### src/rtl/dai_cfg.svh
// Offsets, field positions, reset values and timing counts of the
// delta angle / delta velocity integrator.
// Assumes a 10 MHz system clock and byte addressing of 16-bit registers.
`ifndef DAI_CFG_SVH
`define DAI_CFG_SVH

// ----------------------------------------------------------------------
// Register byte addresses (each register spans an even/odd byte pair)
// ----------------------------------------------------------------------
`define DAI_ADDR_W 7
`define DAI_ADDR_Z_ANG_LOW 7'h2c
`define DAI_ADDR_Z_ANG_HIGH 7'h2e
`define DAI_ADDR_X_SPD_LOW 7'h30
`define DAI_ADDR_X_SPD_HIGH 7'h32
`define DAI_ADDR_Y_SPD_LOW 7'h34
`define DAI_ADDR_Y_SPD_HIGH 7'h36

// ----------------------------------------------------------------------
// Field layout of one 32-bit result split into two 16-bit words
// ----------------------------------------------------------------------
`define DAI_WORD_W 16
`define DAI_RES_W 32
`define DAI_HIGH_MSB 31
`define DAI_HIGH_LSB 16
`define DAI_LOW_MSB 15
`define DAI_LOW_LSB 0
`define DAI_ACC_W 50
`define DAI_WORD_RESET 16'h0000
`define DAI_DEC_RESET 16'h0000

// ----------------------------------------------------------------------
// Timing: internal sample clock derived from the system clock
// ----------------------------------------------------------------------
`define DAI_CLK_HZ 10000000
`define DAI_SAMPLE_SPS 2000
`define DAI_SAMPLE_DIV (`DAI_CLK_HZ / `DAI_SAMPLE_SPS)
`define DAI_DIV_W 16

`endif

### src/rtl/dai_pkg.sv
// Types shared by the delta angle / delta velocity integrator.
// Assumes dai_cfg.svh is on the include path.
`include "dai_cfg.svh"

package dai_pkg;

  // One set of sensor samples, each pre-scaled so that one sample LSB
  // equals one output LSB accumulated over one sample interval.
  typedef struct packed {
    logic signed [`DAI_RES_W-1:0] gyro_z;
    logic signed [`DAI_RES_W-1:0] accel_x;
    logic signed [`DAI_RES_W-1:0] accel_y;
  } dai_samples_s;

  // Register read request.
  typedef struct packed {
    logic en;
    logic [`DAI_ADDR_W-1:0] addr;
  } dai_rd_req_s;

  // Phase within one decimation period.
  typedef enum logic [1:0] {
    DAI_ST_FIRST = 2'b01,
    DAI_ST_ACCUM = 2'b10
  } dai_phase_e;

  // Clamps a wide accumulator value into the 32-bit result range.
  function automatic logic [`DAI_RES_W-1:0] dai_sat(input logic signed [`DAI_ACC_W-1:0] v);
    logic signed [`DAI_ACC_W-1:0] hi;
    logic signed [`DAI_ACC_W-1:0] lo;
    hi = `DAI_ACC_W'(32'sh7fffffff);
    lo = -hi - `DAI_ACC_W'(1);
    if (v > hi) begin
      dai_sat = 32'h7fffffff;
    end else if (v < lo) begin
      dai_sat = 32'h80000000;
    end else begin
      dai_sat = v[`DAI_RES_W-1:0];
    end
  endfunction

endpackage

### src/rtl/dai_trap_acc.sv
// One channel of trapezoidal integration over a decimation period.
// Assumes first/last are qualified by smp_en and framed by the caller.
`timescale 1ns/100ps

`include "dai_cfg.svh"

module dai_trap_acc
  import dai_pkg::*;
(
  // Clock and reset
  input wire logic clk,
  input wire logic rst_n,
  // Sample stream and period framing
  input wire logic smp_en,
  input wire logic first,
  input wire logic last,
  input wire logic signed [`DAI_RES_W-1:0] smp,
  // Result
  output logic [`DAI_RES_W-1:0] result,
  output logic done,
  output logic clipped
);

  logic signed [`DAI_RES_W-1:0] prev;
  logic signed [`DAI_ACC_W-1:0] acc;
  logic signed [`DAI_ACC_W-1:0] pair;
  logic signed [`DAI_ACC_W-1:0] next_acc;
  logic signed [`DAI_ACC_W-1:0] half;

  // ----------------------------------------------------------------------
  // Pair sum and running total
  // ----------------------------------------------------------------------

  // Each sample is added to the one before it; the first pair of a period
  // reaches back to the last sample of the previous period.
  always_comb begin
    pair = `DAI_ACC_W'(smp) + `DAI_ACC_W'(prev);
    next_acc = first ? pair : acc + pair;
    half = next_acc >>> 1; // Division by two of the trapezoid.
  end

  // Keeps the previous sample and the running sum.
  always_ff @(posedge clk) begin
    if (!rst_n) begin
      prev <= '0;
      acc <= '0;
    end else if (smp_en) begin
      prev <= smp;
      acc <= next_acc;
    end
  end

  // ----------------------------------------------------------------------
  // Period result
  // ----------------------------------------------------------------------

  // Closes the period: scales, clamps and flags the result.
  always_ff @(posedge clk) begin
    if (!rst_n) begin
      result <= '0;
      done <= 1'b0;
      clipped <= 1'b0;
    end else begin
      done <= smp_en & last;
      if (smp_en && last) begin
        result <= dai_sat(half);
        // Compares at full width: a clamped value may share its low bits with the sum.
        clipped <= (`DAI_ACC_W'($signed(dai_sat(half))) != half);
      end
    end
  end

endmodule // dai_trap_acc

### src/rtl/dai_integrator.sv
// Delta angle (z) and delta velocity (x, y) integrator with its output
// registers and register read port.
// Assumes sensor samples, strobes and read requests are synchronous to clk.
`timescale 1ns/100ps

`include "dai_cfg.svh"

module dai_integrator
  import dai_pkg::*;
#(
  parameter int unsigned SAMPLE_DIV = `DAI_SAMPLE_DIV
) (
  // Clock and reset
  input wire logic clk,
  input wire logic rst_n,
  // Sensor sample source
  input wire dai_samples_s smp_in,
  input wire logic use_ext_clock,
  input wire logic ext_sample_strobe,
  // Configuration
  input wire logic [`DAI_WORD_W-1:0] decimation_setting,
  // Register read port
  input wire dai_rd_req_s rd_req,
  output logic [`DAI_WORD_W-1:0] rd_data,
  output logic rd_valid,
  // Status
  output logic data_ready_pin,
  output logic [`DAI_WORD_W-1:0] update_count,
  output logic clip_flag
);

  // ----------------------------------------------------------------------
  // Declarations
  // ----------------------------------------------------------------------

  // Sample clock and capture.
  logic [`DAI_DIV_W-1:0] div_cnt;
  logic int_tick;
  logic smp_tick;
  logic smp_en;
  dai_samples_s smp_hold;

  // Period framing.
  dai_phase_e phase;
  logic [`DAI_WORD_W-1:0] dec_hold;
  logic [`DAI_WORD_W-1:0] cnt;
  logic first;
  logic last;

  // Channel results and output words.
  logic [`DAI_RES_W-1:0] res_ang_z;
  logic [`DAI_RES_W-1:0] res_spd_x;
  logic [`DAI_RES_W-1:0] res_spd_y;
  logic [2:0] done;
  logic [2:0] clipped;
  logic [`DAI_RES_W-1:0] out_ang_z;
  logic [`DAI_RES_W-1:0] out_spd_x;
  logic [`DAI_RES_W-1:0] out_spd_y;

  // Read port.
  logic [`DAI_WORD_W-1:0] next_rd_data;

  localparam logic [`DAI_DIV_W-1:0] DIV_LAST = `DAI_DIV_W'(SAMPLE_DIV - 1);

  // ----------------------------------------------------------------------
  // Word selection
  // ----------------------------------------------------------------------

  // Upper half of a result; it keeps the sign, so it stands alone as a
  // 16-bit two's complement value.
  function automatic logic [`DAI_WORD_W-1:0] dai_high_word(input logic [`DAI_RES_W-1:0] v);
    dai_high_word = v[`DAI_HIGH_MSB:`DAI_HIGH_LSB];
  endfunction

  // Lower half of a result: the extra resolution bits below the upper half.
  function automatic logic [`DAI_WORD_W-1:0] dai_low_word(input logic [`DAI_RES_W-1:0] v);
    dai_low_word = v[`DAI_LOW_MSB:`DAI_LOW_LSB];
  endfunction

  // ----------------------------------------------------------------------
  // Sample clock
  // ----------------------------------------------------------------------

  // Divides the system clock down to the nominal internal sample rate.
  always_ff @(posedge clk) begin
    if (!rst_n) begin
      div_cnt <= '0;
    end else if (div_cnt == DIV_LAST) begin
      div_cnt <= '0;
    end else begin
      div_cnt <= div_cnt + `DAI_DIV_W'(1);
    end
  end

  // Internal tick is a one-cycle enable at the end of each divider period.
  assign int_tick = (div_cnt == DIV_LAST);

  // Picks the internal sample clock or an external sample strobe.
  assign smp_tick = use_ext_clock ? ext_sample_strobe : int_tick;

  // ----------------------------------------------------------------------
  // Sample capture
  // ----------------------------------------------------------------------

  // Captures the undecimated sensor stream on each sample tick; the
  // integrators see it one cycle later through smp_en.
  always_ff @(posedge clk) begin
    if (!rst_n) begin
      smp_hold <= '0;
      smp_en <= 1'b0;
    end else begin
      smp_en <= smp_tick;
      if (smp_tick) begin
        smp_hold <= smp_in;
      end
    end
  end

  // ----------------------------------------------------------------------
  // Decimation period framing
  // ----------------------------------------------------------------------

  // A period holds decimation_setting + 1 samples. The setting is taken at
  // the first sample of a period, so changes act from the next period on.
  always_ff @(posedge clk) begin
    if (!rst_n) begin
      phase <= DAI_ST_FIRST;
      dec_hold <= `DAI_DEC_RESET;
      cnt <= '0;
    end else if (smp_en) begin
      unique case (phase)
        DAI_ST_FIRST: begin
          dec_hold <= decimation_setting;
          cnt <= `DAI_WORD_W'(1);
          if (decimation_setting != `DAI_DEC_RESET) begin
            phase <= DAI_ST_ACCUM;
          end
        end
        DAI_ST_ACCUM: begin
          if (cnt == dec_hold) begin
            phase <= DAI_ST_FIRST;
          end else begin
            cnt <= cnt + `DAI_WORD_W'(1);
          end
        end
      endcase
    end
  end

  // First and last sample of the current period.
  always_comb begin
    first = (phase == DAI_ST_FIRST);
    if (first) begin
      last = (decimation_setting == `DAI_DEC_RESET);
    end else begin
      last = (cnt == dec_hold);
    end
  end

  // ----------------------------------------------------------------------
  // Trapezoidal integrators
  // ----------------------------------------------------------------------

  // Z-axis delta angle from the gyroscope rate.
  dai_trap_acc u_ang_z (
    .clk(clk),
    .rst_n(rst_n),
    .smp_en(smp_en),
    .first(first),
    .last(last),
    .smp(smp_hold.gyro_z),
    .result(res_ang_z),
    .done(done[0]),
    .clipped(clipped[0])
  );

  // X-axis delta velocity from the acceleration.
  dai_trap_acc u_spd_x (
    .clk(clk),
    .rst_n(rst_n),
    .smp_en(smp_en),
    .first(first),
    .last(last),
    .smp(smp_hold.accel_x),
    .result(res_spd_x),
    .done(done[1]),
    .clipped(clipped[1])
  );

  // Y-axis delta velocity from the acceleration.
  dai_trap_acc u_spd_y (
    .clk(clk),
    .rst_n(rst_n),
    .smp_en(smp_en),
    .first(first),
    .last(last),
    .smp(smp_hold.accel_y),
    .result(res_spd_y),
    .done(done[2]),
    .clipped(clipped[2])
  );

  // ----------------------------------------------------------------------
  // Output registers
  // ----------------------------------------------------------------------

  // All three channels close in the same cycle, so one pulse loads every
  // word together. Nothing latches a pair on a read, so a host that reads
  // the two words across an update can get them from two periods.
  always_ff @(posedge clk) begin
    if (!rst_n) begin
      out_ang_z <= '0;
      out_spd_x <= '0;
      out_spd_y <= '0;
    end else if (done[0]) begin
      out_ang_z <= res_ang_z;
      out_spd_x <= res_spd_x;
      out_spd_y <= res_spd_y;
    end
  end

  // Data ready pulse, high in the cycle in which the output words change.
  always_ff @(posedge clk) begin
    if (!rst_n) begin
      data_ready_pin <= 1'b0;
    end else begin
      data_ready_pin <= done[0];
    end
  end

  // Update counter, one step per update, wrapping at the top.
  always_ff @(posedge clk) begin
    if (!rst_n) begin
      update_count <= `DAI_WORD_RESET;
    end else if (done[0]) begin
      update_count <= update_count + `DAI_WORD_W'(1);
    end
  end

  // Clip flag, set when any channel of the latest update saturated.
  always_ff @(posedge clk) begin
    if (!rst_n) begin
      clip_flag <= 1'b0;
    end else if (done[0]) begin
      clip_flag <= |clipped;
    end
  end

  // ----------------------------------------------------------------------
  // Register read port
  // ----------------------------------------------------------------------

  // Selects the addressed word; the odd byte of a pair reads the same word
  // and unmapped addresses read as zero. High words carry the top half of
  // the 32-bit result, so they stand alone as 16-bit values.
  always_comb begin
    next_rd_data = `DAI_WORD_RESET;
    unique case ({rd_req.addr[`DAI_ADDR_W-1:1], 1'b0})
      `DAI_ADDR_Z_ANG_LOW: begin
        next_rd_data = dai_low_word(out_ang_z);
      end
      `DAI_ADDR_Z_ANG_HIGH: begin
        next_rd_data = dai_high_word(out_ang_z);
      end
      `DAI_ADDR_X_SPD_LOW: begin
        next_rd_data = dai_low_word(out_spd_x);
      end
      `DAI_ADDR_X_SPD_HIGH: begin
        next_rd_data = dai_high_word(out_spd_x);
      end
      `DAI_ADDR_Y_SPD_LOW: begin
        next_rd_data = dai_low_word(out_spd_y);
      end
      `DAI_ADDR_Y_SPD_HIGH: begin
        next_rd_data = dai_high_word(out_spd_y);
      end
      default: begin
        next_rd_data = `DAI_WORD_RESET;
      end
    endcase
  end

  // Answers a read one cycle after the request; data holds until the next.
  always_ff @(posedge clk) begin
    if (!rst_n) begin
      rd_data <= `DAI_WORD_RESET;
      rd_valid <= 1'b0;
    end else begin
      rd_valid <= rd_req.en;
      if (rd_req.en) begin
        rd_data <= next_rd_data;
      end
    end
  end

endmodule // dai_integrator

### config.mk
export PLATFORM = sky130hd
export DESIGN_NAME = dai_integrator
export DESIGN_NICKNAME = d
export VERILOG_FILES = /design/src/rtl/dai_pkg.sv /design/src/rtl/dai_trap_acc.sv /design/src/rtl/dai_integrator.sv
export VERILOG_INCLUDE_DIRS = /design/src /design/src/rtl
export SDC_FILE = /design/constraint.sdc
export NUM_CORES = 2
export LEC_CHECK = 0
export ABC_CLOCK_PERIOD_IN_PS = 17100
export BUFFER_PORTS_ARGS = -buffer_cell sky130_fd_sc_hd__buf_2
export CORE_MARGIN = 4
export CORE_UTILIZATION = 60
export DETAILED_ROUTE_END_ITERATION = 12
export GPL_TIMING_DRIVEN = 0
export MAX_ROUTING_LAYER = met4
export PLACE_DENSITY = 0.78
export SLEW_MARGIN = 5
export SYNTH_ARGS = -nofsm -noshare
export SYNTH_HDL_FRONTEND = slang
export SYNTH_SLANG_ARGS = --single-unit
### constraint.sdc
create_clock -name clk -period 17.1 [get_ports clk]
set_input_delay 5.13 -clock clk [delete_from_list [all_inputs] [get_ports clk]]
set_output_delay 5.13 -clock clk [all_outputs]
set_load 0.1 [all_outputs]
* Word-level counts from Yosys, hierarchy flattened
Index checks and enable logic that the tools add are counted.
** Word-level totals
- Bits in registers :: 624
- Input bits :: 124
- Word-level logic and storage cells :: 93
** Operators by class
- Reduce and logical (&&, ||, !) cells :: 8
- Bitwise operators :: 2
- Muxes and demuxes :: 23
- Add/sub/neg operators :: 9
- Eq/ne operators :: 16
- Magnitude comparators :: 6
** Operators by type and width (count)
- 32-bit 2-to-1 mux :: 12
- 50-bit adder :: 3
- 50-bit 2-to-1 mux :: 3
- 49-bit by 32-bit > comparator with 1-bit output (second input constant) :: 3
- 49-bit by 32-bit less-than comparator with 1-bit output (second input constant) :: 3
- 32-bit by 49-bit != test with 1-bit output :: 3
- 32-bit by 32-bit adder with 33-bit output :: 3
- 16-bit case mux with 6 select lines :: 1
- 16-bit by 1-bit adder with 16-bit output (second input constant) :: 3
- 6-bit by 5-bit equality test with 1-bit output (second input constant) :: 6
- 16-bit case mux with 2 select lines :: 1
- 16-bit by 13-bit equality test with 1-bit output (second input constant) :: 1
- 16-bit equality test :: 1
- 16-bit zero test :: 1
- 16-bit 2-to-1 mux :: 1
- 16-bit nonzero test :: 1
- 2-bit != test (second input constant) :: 3
- 2-bit 2-to-1 mux :: 2
- 2-bit case mux with 2 select lines :: 1
- 2-bit AND reduction :: 2
- 3-bit AND reduction :: 1
- 3-bit OR reduction :: 1
- 2-bit by 1-bit equality test with 1-bit output (second input constant) :: 1
- 2-bit equality test (second input constant) :: 1
- other kinds (5) :: 6

* Depth between registers and ports, before layout
- Depth after elaboration :: 9
- Depth in mapped cells :: 30

* By module
From an unflattened synthesis, not the netlist that was laid out.
** Unflattened totals
- Cells, all modules :: 5116
- Area total of the unflattened synthesis :: 40490.1 sq um
** Modules (own cells, without submodules)
- dai_integrator :: cells an instance 1250, instances 1, area each 10909.2 sq um, sequential area each 5565.3 sq um
- dai_trap_acc (u_spd_y) :: cells an instance 1354, instances 1, area each 10319.9 sq um, sequential area each 2322.2 sq um
- dai_trap_acc (u_spd_x) :: cells an instance 1235, instances 1, area each 9703.1 sq um, sequential area each 2322.2 sq um
- dai_trap_acc (u_ang_z) :: cells an instance 1277, instances 1, area each 9557.9 sq um, sequential area each 2322.2 sq um

* Worst setup path before layout
No wires, ideal clock.
- Path type :: in2reg
- Start :: input decimation_setting[0]
- End :: register u_ang_z.result[10]
- Slack :: 9.644 ns
- Arrival time :: 7.331 ns
- Stages :: 9
- Required time :: 16.976 ns
- Cell sequence :: or4_1 -> nor3_1 -> a21oi_1 -> nor2_1 -> and4b_1 -> nand3_1 -> o41ai_2 -> buf_2 -> a21oi_2
** Between the ends
- Word-level cells in the longest chain between the ends :: 3
** Ends and longest elaborated chain
- start: declaration :: RTL line dai_integrator.sv:21 : input wire logic [`DAI_WORD_W-1:0] decimation_setting,
- 16-bit zero test (no source line)
- 1-bit 2-to-1 mux :: RTL line dai_integrator.sv:153 : if (first) begin
- 1-bit logical AND :: RTL line dai_trap_acc.sv:65 : if (smp_en && last) begin
- end signal: assignment :: RTL line dai_trap_acc.sv:66 : result <= dai_sat(half);
- end: declaration :: RTL line dai_trap_acc.sv:19 : output logic [`DAI_RES_W-1:0] result,
No other way between the ends.
A chain may end at the register's enable or synchronous reset.

* Worst setup path after layout
- Start :: register smp_hold[64] (netlist name)
- End :: register u_ang_z.result[1]
** Between the ends
- Word-level cells in the longest chain between the ends :: 6
- Elaborated cells on any way between the ends :: 7
- Those cells by class :: add/sub (2); order compare (2); mux (3)
** Ends and longest elaborated chain
- start: declaration :: RTL line dai_integrator.sv:41 : dai_samples_s smp_hold;
- start signal: assignment :: RTL line dai_integrator.sv:114 : smp_hold <= smp_in;
- 32-bit by 32-bit adder with 33-bit output (no source line) (*)
- 50-bit adder :: RTL line dai_trap_acc.sv:38 : next_acc = first ? pair : acc + pair;
- 50-bit 2-to-1 mux (*) :: RTL line dai_trap_acc.sv:38
- 49-bit by 32-bit less-than comparator with 1-bit output :: RTL line dai_pkg.sv:35 : end else if (v < lo) begin
- 32-bit 2-to-1 mux :: RTL line dai_pkg.sv:35
- 32-bit 2-to-1 mux (*) :: RTL line dai_pkg.sv:33 : if (v > hi) begin
Mark *: on every way between the ends. The rest lies on a longest branch, timed or not.

==> out/qor.csv <==
metric;value;unit
status;finished with violations;
violations;max-capacitance violations, max-slew violations;
antenna_left;0;
r2r_slack;8.17;ns
cts_setup_buffers;0;
crit_type;reg2reg;
numCtsBuffers;68;
syn_avg_cell_area;8.02;sq um
netlist.top_cell.by_area;dfxtp_1;
routed_wl;124000;um
grt_pass1_wl;189000;um
hp-class;reg2reg;
power;0.00366;W
power.density;87.0;nW/um^2
synth_edf_count;0;
antenna_found_initial;3;
cp-end-kind;flop;
grt_max_degree;19;
port_buffers;157;
drv_cap;2;
drt_pass1_iterations;8;
swShare;28.9;%
start_util;61.0;%
root_buffer;clkbuf_16;
slowest_delay;1.24;ns
drc_errors;0;
final_util;67.9;%
synth-warning-count;0;
synthesis.nets;5097;
arrival;9.47;ns
syn2layout_area_growth;11.3;%
num_rows;91;
seq_power_share;41.6;%
final_hold_viol_count;0;
num_io_pins;159;
max_slew.worst_pin.slew;1.54;ns
wl_per_cell;21.3;um
overflow;0;
core;62100;sq um
cts-htree-levels;3;
max_slew_margin;-2.84;%
synthTopCellsByCount;dfxtp_1 (624), nand2_1 (588), nor2_1 (583);
clock_latency;0.63;ns
synth.area.top_cells;dfxtp_1 (33%), ha_1 (8.2%), a21oi_1 (6.1%);
cpMaxStageDelayCell;o41ai_2;
viasPerCell;6.23;
path_cells;ha_1 -> inv_1 -> fa_1 -> nand2b_1 -> a21oi_1 -> o221ai_1 -> a21oi_1 -> o21ai_0 -> o41ai_2 -> inv_1 -> ha_1 -> clkbuf_1 -> nand2_1 -> o21ai_0 -> nor3_1 -> a21o_1 -> mux2i_1 -> nand3b_1 -> or4b_1 -> o41a_1 -> and2_4 -> buf_6 -> or2_0 -> a21oi_1;
finalSetupTns;0;ns
holdBufCountCts;0;
yosysMostFrequentCell;dfxtp_1;
p_sw;0.00106;W
first_global_vias;33100;
reg2reg_from;smp_hold[64]$_SDFFE_PN0P_;
cts.clk_slew.worst_paths;0.07;ns
post-route-period-util;52.2;%
p_comb_share;15.1;%
ys_ff_latch;624;
synth_area;37800;sq um
worstPathRequired;17.65;ns
route.vias.total;36400;
rsz0062_at_grt;no;
clock_sinks;624;
clock_path_buffers;3;
min_from;div_cnt[0]$_SDFF_PP0_;
hold_depth;1;
ctsResizeCount;0;
syn_inst;4718;
hpwlAfterDp;95400;um
crit_top_cell;a21oi_1;
critPathLaunchType;flop;
irDropWorstVdd;0.0775;mV
die_h;259;um
clock_power_share;43.2;%
dieArea;67200;sq um
async_reset_ff_share;0;%
synth.top_cell.area_share;33.0;%
gp_congestion;1.02;
r2r.worst_path.cells;24;
nets;5325;
power.leakage;16.7;nW
drtIter0Drc;3903;
grtUsageTotal;36.5;%
drv_slew;11;
yosysUniqueCellTypes;105;
fmax;112;MHz
skew;0.0193;ns
r2r-end;u_ang_z.result[1]$_SDFFE_PN0P_;
worstHoldEndpoint;div_cnt[0]$_SDFF_PP0_;
drive_gt1_share;8.54;%
cp_max_fo;18;
seq_area_frac_synth;33.0;%
setup-violations-final;0;
power.internal;0.00260;W
min_period;8.93;ns
die_w;259;um
yosys_most_used_dff;dfxtp_1;
cts_tree;built;
-- cell type report --
class,count,area [sq um]
timing repair buffer,158,801
clock buffer,94,1960
clock inverter,29,435
multi-input combinational,3751,23900
buffer,266,1140
fill,5325,19900
inverter,77,289
antenna,7,17.5
sequential,624,12500
tap,837,1050
-- power groups by stage --
stage	clock network, W	logic [W]	registers (W)
after floorplan	0	0.000357	0.00156
after global placement	0	0.000531	0.00155
after detailed placement	0	0.000536	0.00155
after CTS	0.00160	0.000540	0.00152
after global routing	0.00165	0.000599	0.00153
final	0.00158	0.000555	0.00152
-- through the flow --
stage	worst slack [ns]	cells	hold WS, ns	instance area, sq um
global route	7.99	5839	0.476	42100
finish	8.17	5843	0.458	42100
CTS	8.58	5836	0.459	42100
detailed placement	8.30	5713	0.447	39700
floorplan	9.64	4718	0.418	37800
global placement	8.29	5712	0.429	39700
-- critical path, delay by kind of cell (launching register included) --
family,cells,cell delay (ns)
buf+inv,4,1.33
compound gates,9,3.81
mux,1,0.38
flops,1,0.46
fa+ha+maj,3,1.15
simple gates,7,1.67
-- sequential cells by signal, summed over array words and instances (netlist names), 32 cells and up --
register        flops
u_ang_z.prev       32
u_spd_y.prev       32
out_spd_x          32
out_ang_z          32
u_ang_z.result     32
u_spd_x.acc        50
u_spd_y.result     32
out_spd_y          32
u_spd_x.result     32
u_spd_x.prev       32
u_ang_z.acc        50
u_spd_y.acc        50
smp_hold           96
-- layer usage --
metal	track usage [%]	vias up	share of wire (%)
li1	-	17400	-
met1	49.8	17200	44
met2	52.9	1513	42
met3	7.72	281	9.8
met4	15.1	0	4.9
met5	-	-	0
-- cells in the final DEF (no fill, tap or decap), drive strengths merged, types with 41 or more instances in the layout --
cell	synthesis	layout
o21ai	288	288
o21bai	41	41
clkbuf	218	312
o21a	45	45
inv	77	81
nand4	60	60
or2	44	44
a21oi	489	489
nand3	85	85
dfxtp	624	624
a21o	92	92
mux2i	220	220
nand2	589	589
a211oi	123	123
xnor2	152	152
buf	48	206
xor2	107	107
nor3	57	57
nor2	583	583
o211ai	61	61
ha	249	249
-- worst max path at each step --
stage	from	end	slack (ns)	cells after the start
after floorplan	decimation_setting[0]	u_ang_z.result[10]$_SDFFE_PN0P_	9.64	9
after global placement	decimation_setting[11]	u_ang_z.result[18]$_SDFFE_PN0P_	8.29	11
after detailed placement	decimation_setting[11]	u_ang_z.result[23]$_SDFFE_PN0P_	8.30	11
after CTS	smp_hold[32]$_SDFFE_PN0P_	u_spd_x.result[4]$_SDFFE_PN0P_	8.58	27
after global routing	smp_hold[64]$_SDFFE_PN0P_	u_ang_z.result[1]$_SDFFE_PN0P_	7.99	25
final	smp_hold[64]$_SDFFE_PN0P_	u_ang_z.result[1]$_SDFFE_PN0P_	8.17	24
-- logic make-up (layout without fill, tap and decap cells) --
| kind of cell | after synthesis | after routing | share of synthesized area, % |
|---|---|---|---|
| buf+inv | 343 | 624 | 3.77 |
| other cells | 0 | 7 | 0 |
| simple gates | 1630 | 1630 | 19.1 |
| xor+xnor | 260 | 260 | 6.05 |
| mux | 224 | 224 | 5.94 |
| compound gates | 1382 | 1382 | 23.6 |
| fa+ha+maj | 255 | 255 | 8.55 |
| flops | 624 | 624 | 33.0 |
No activity file was read; power rests on OpenSTA's default activity.
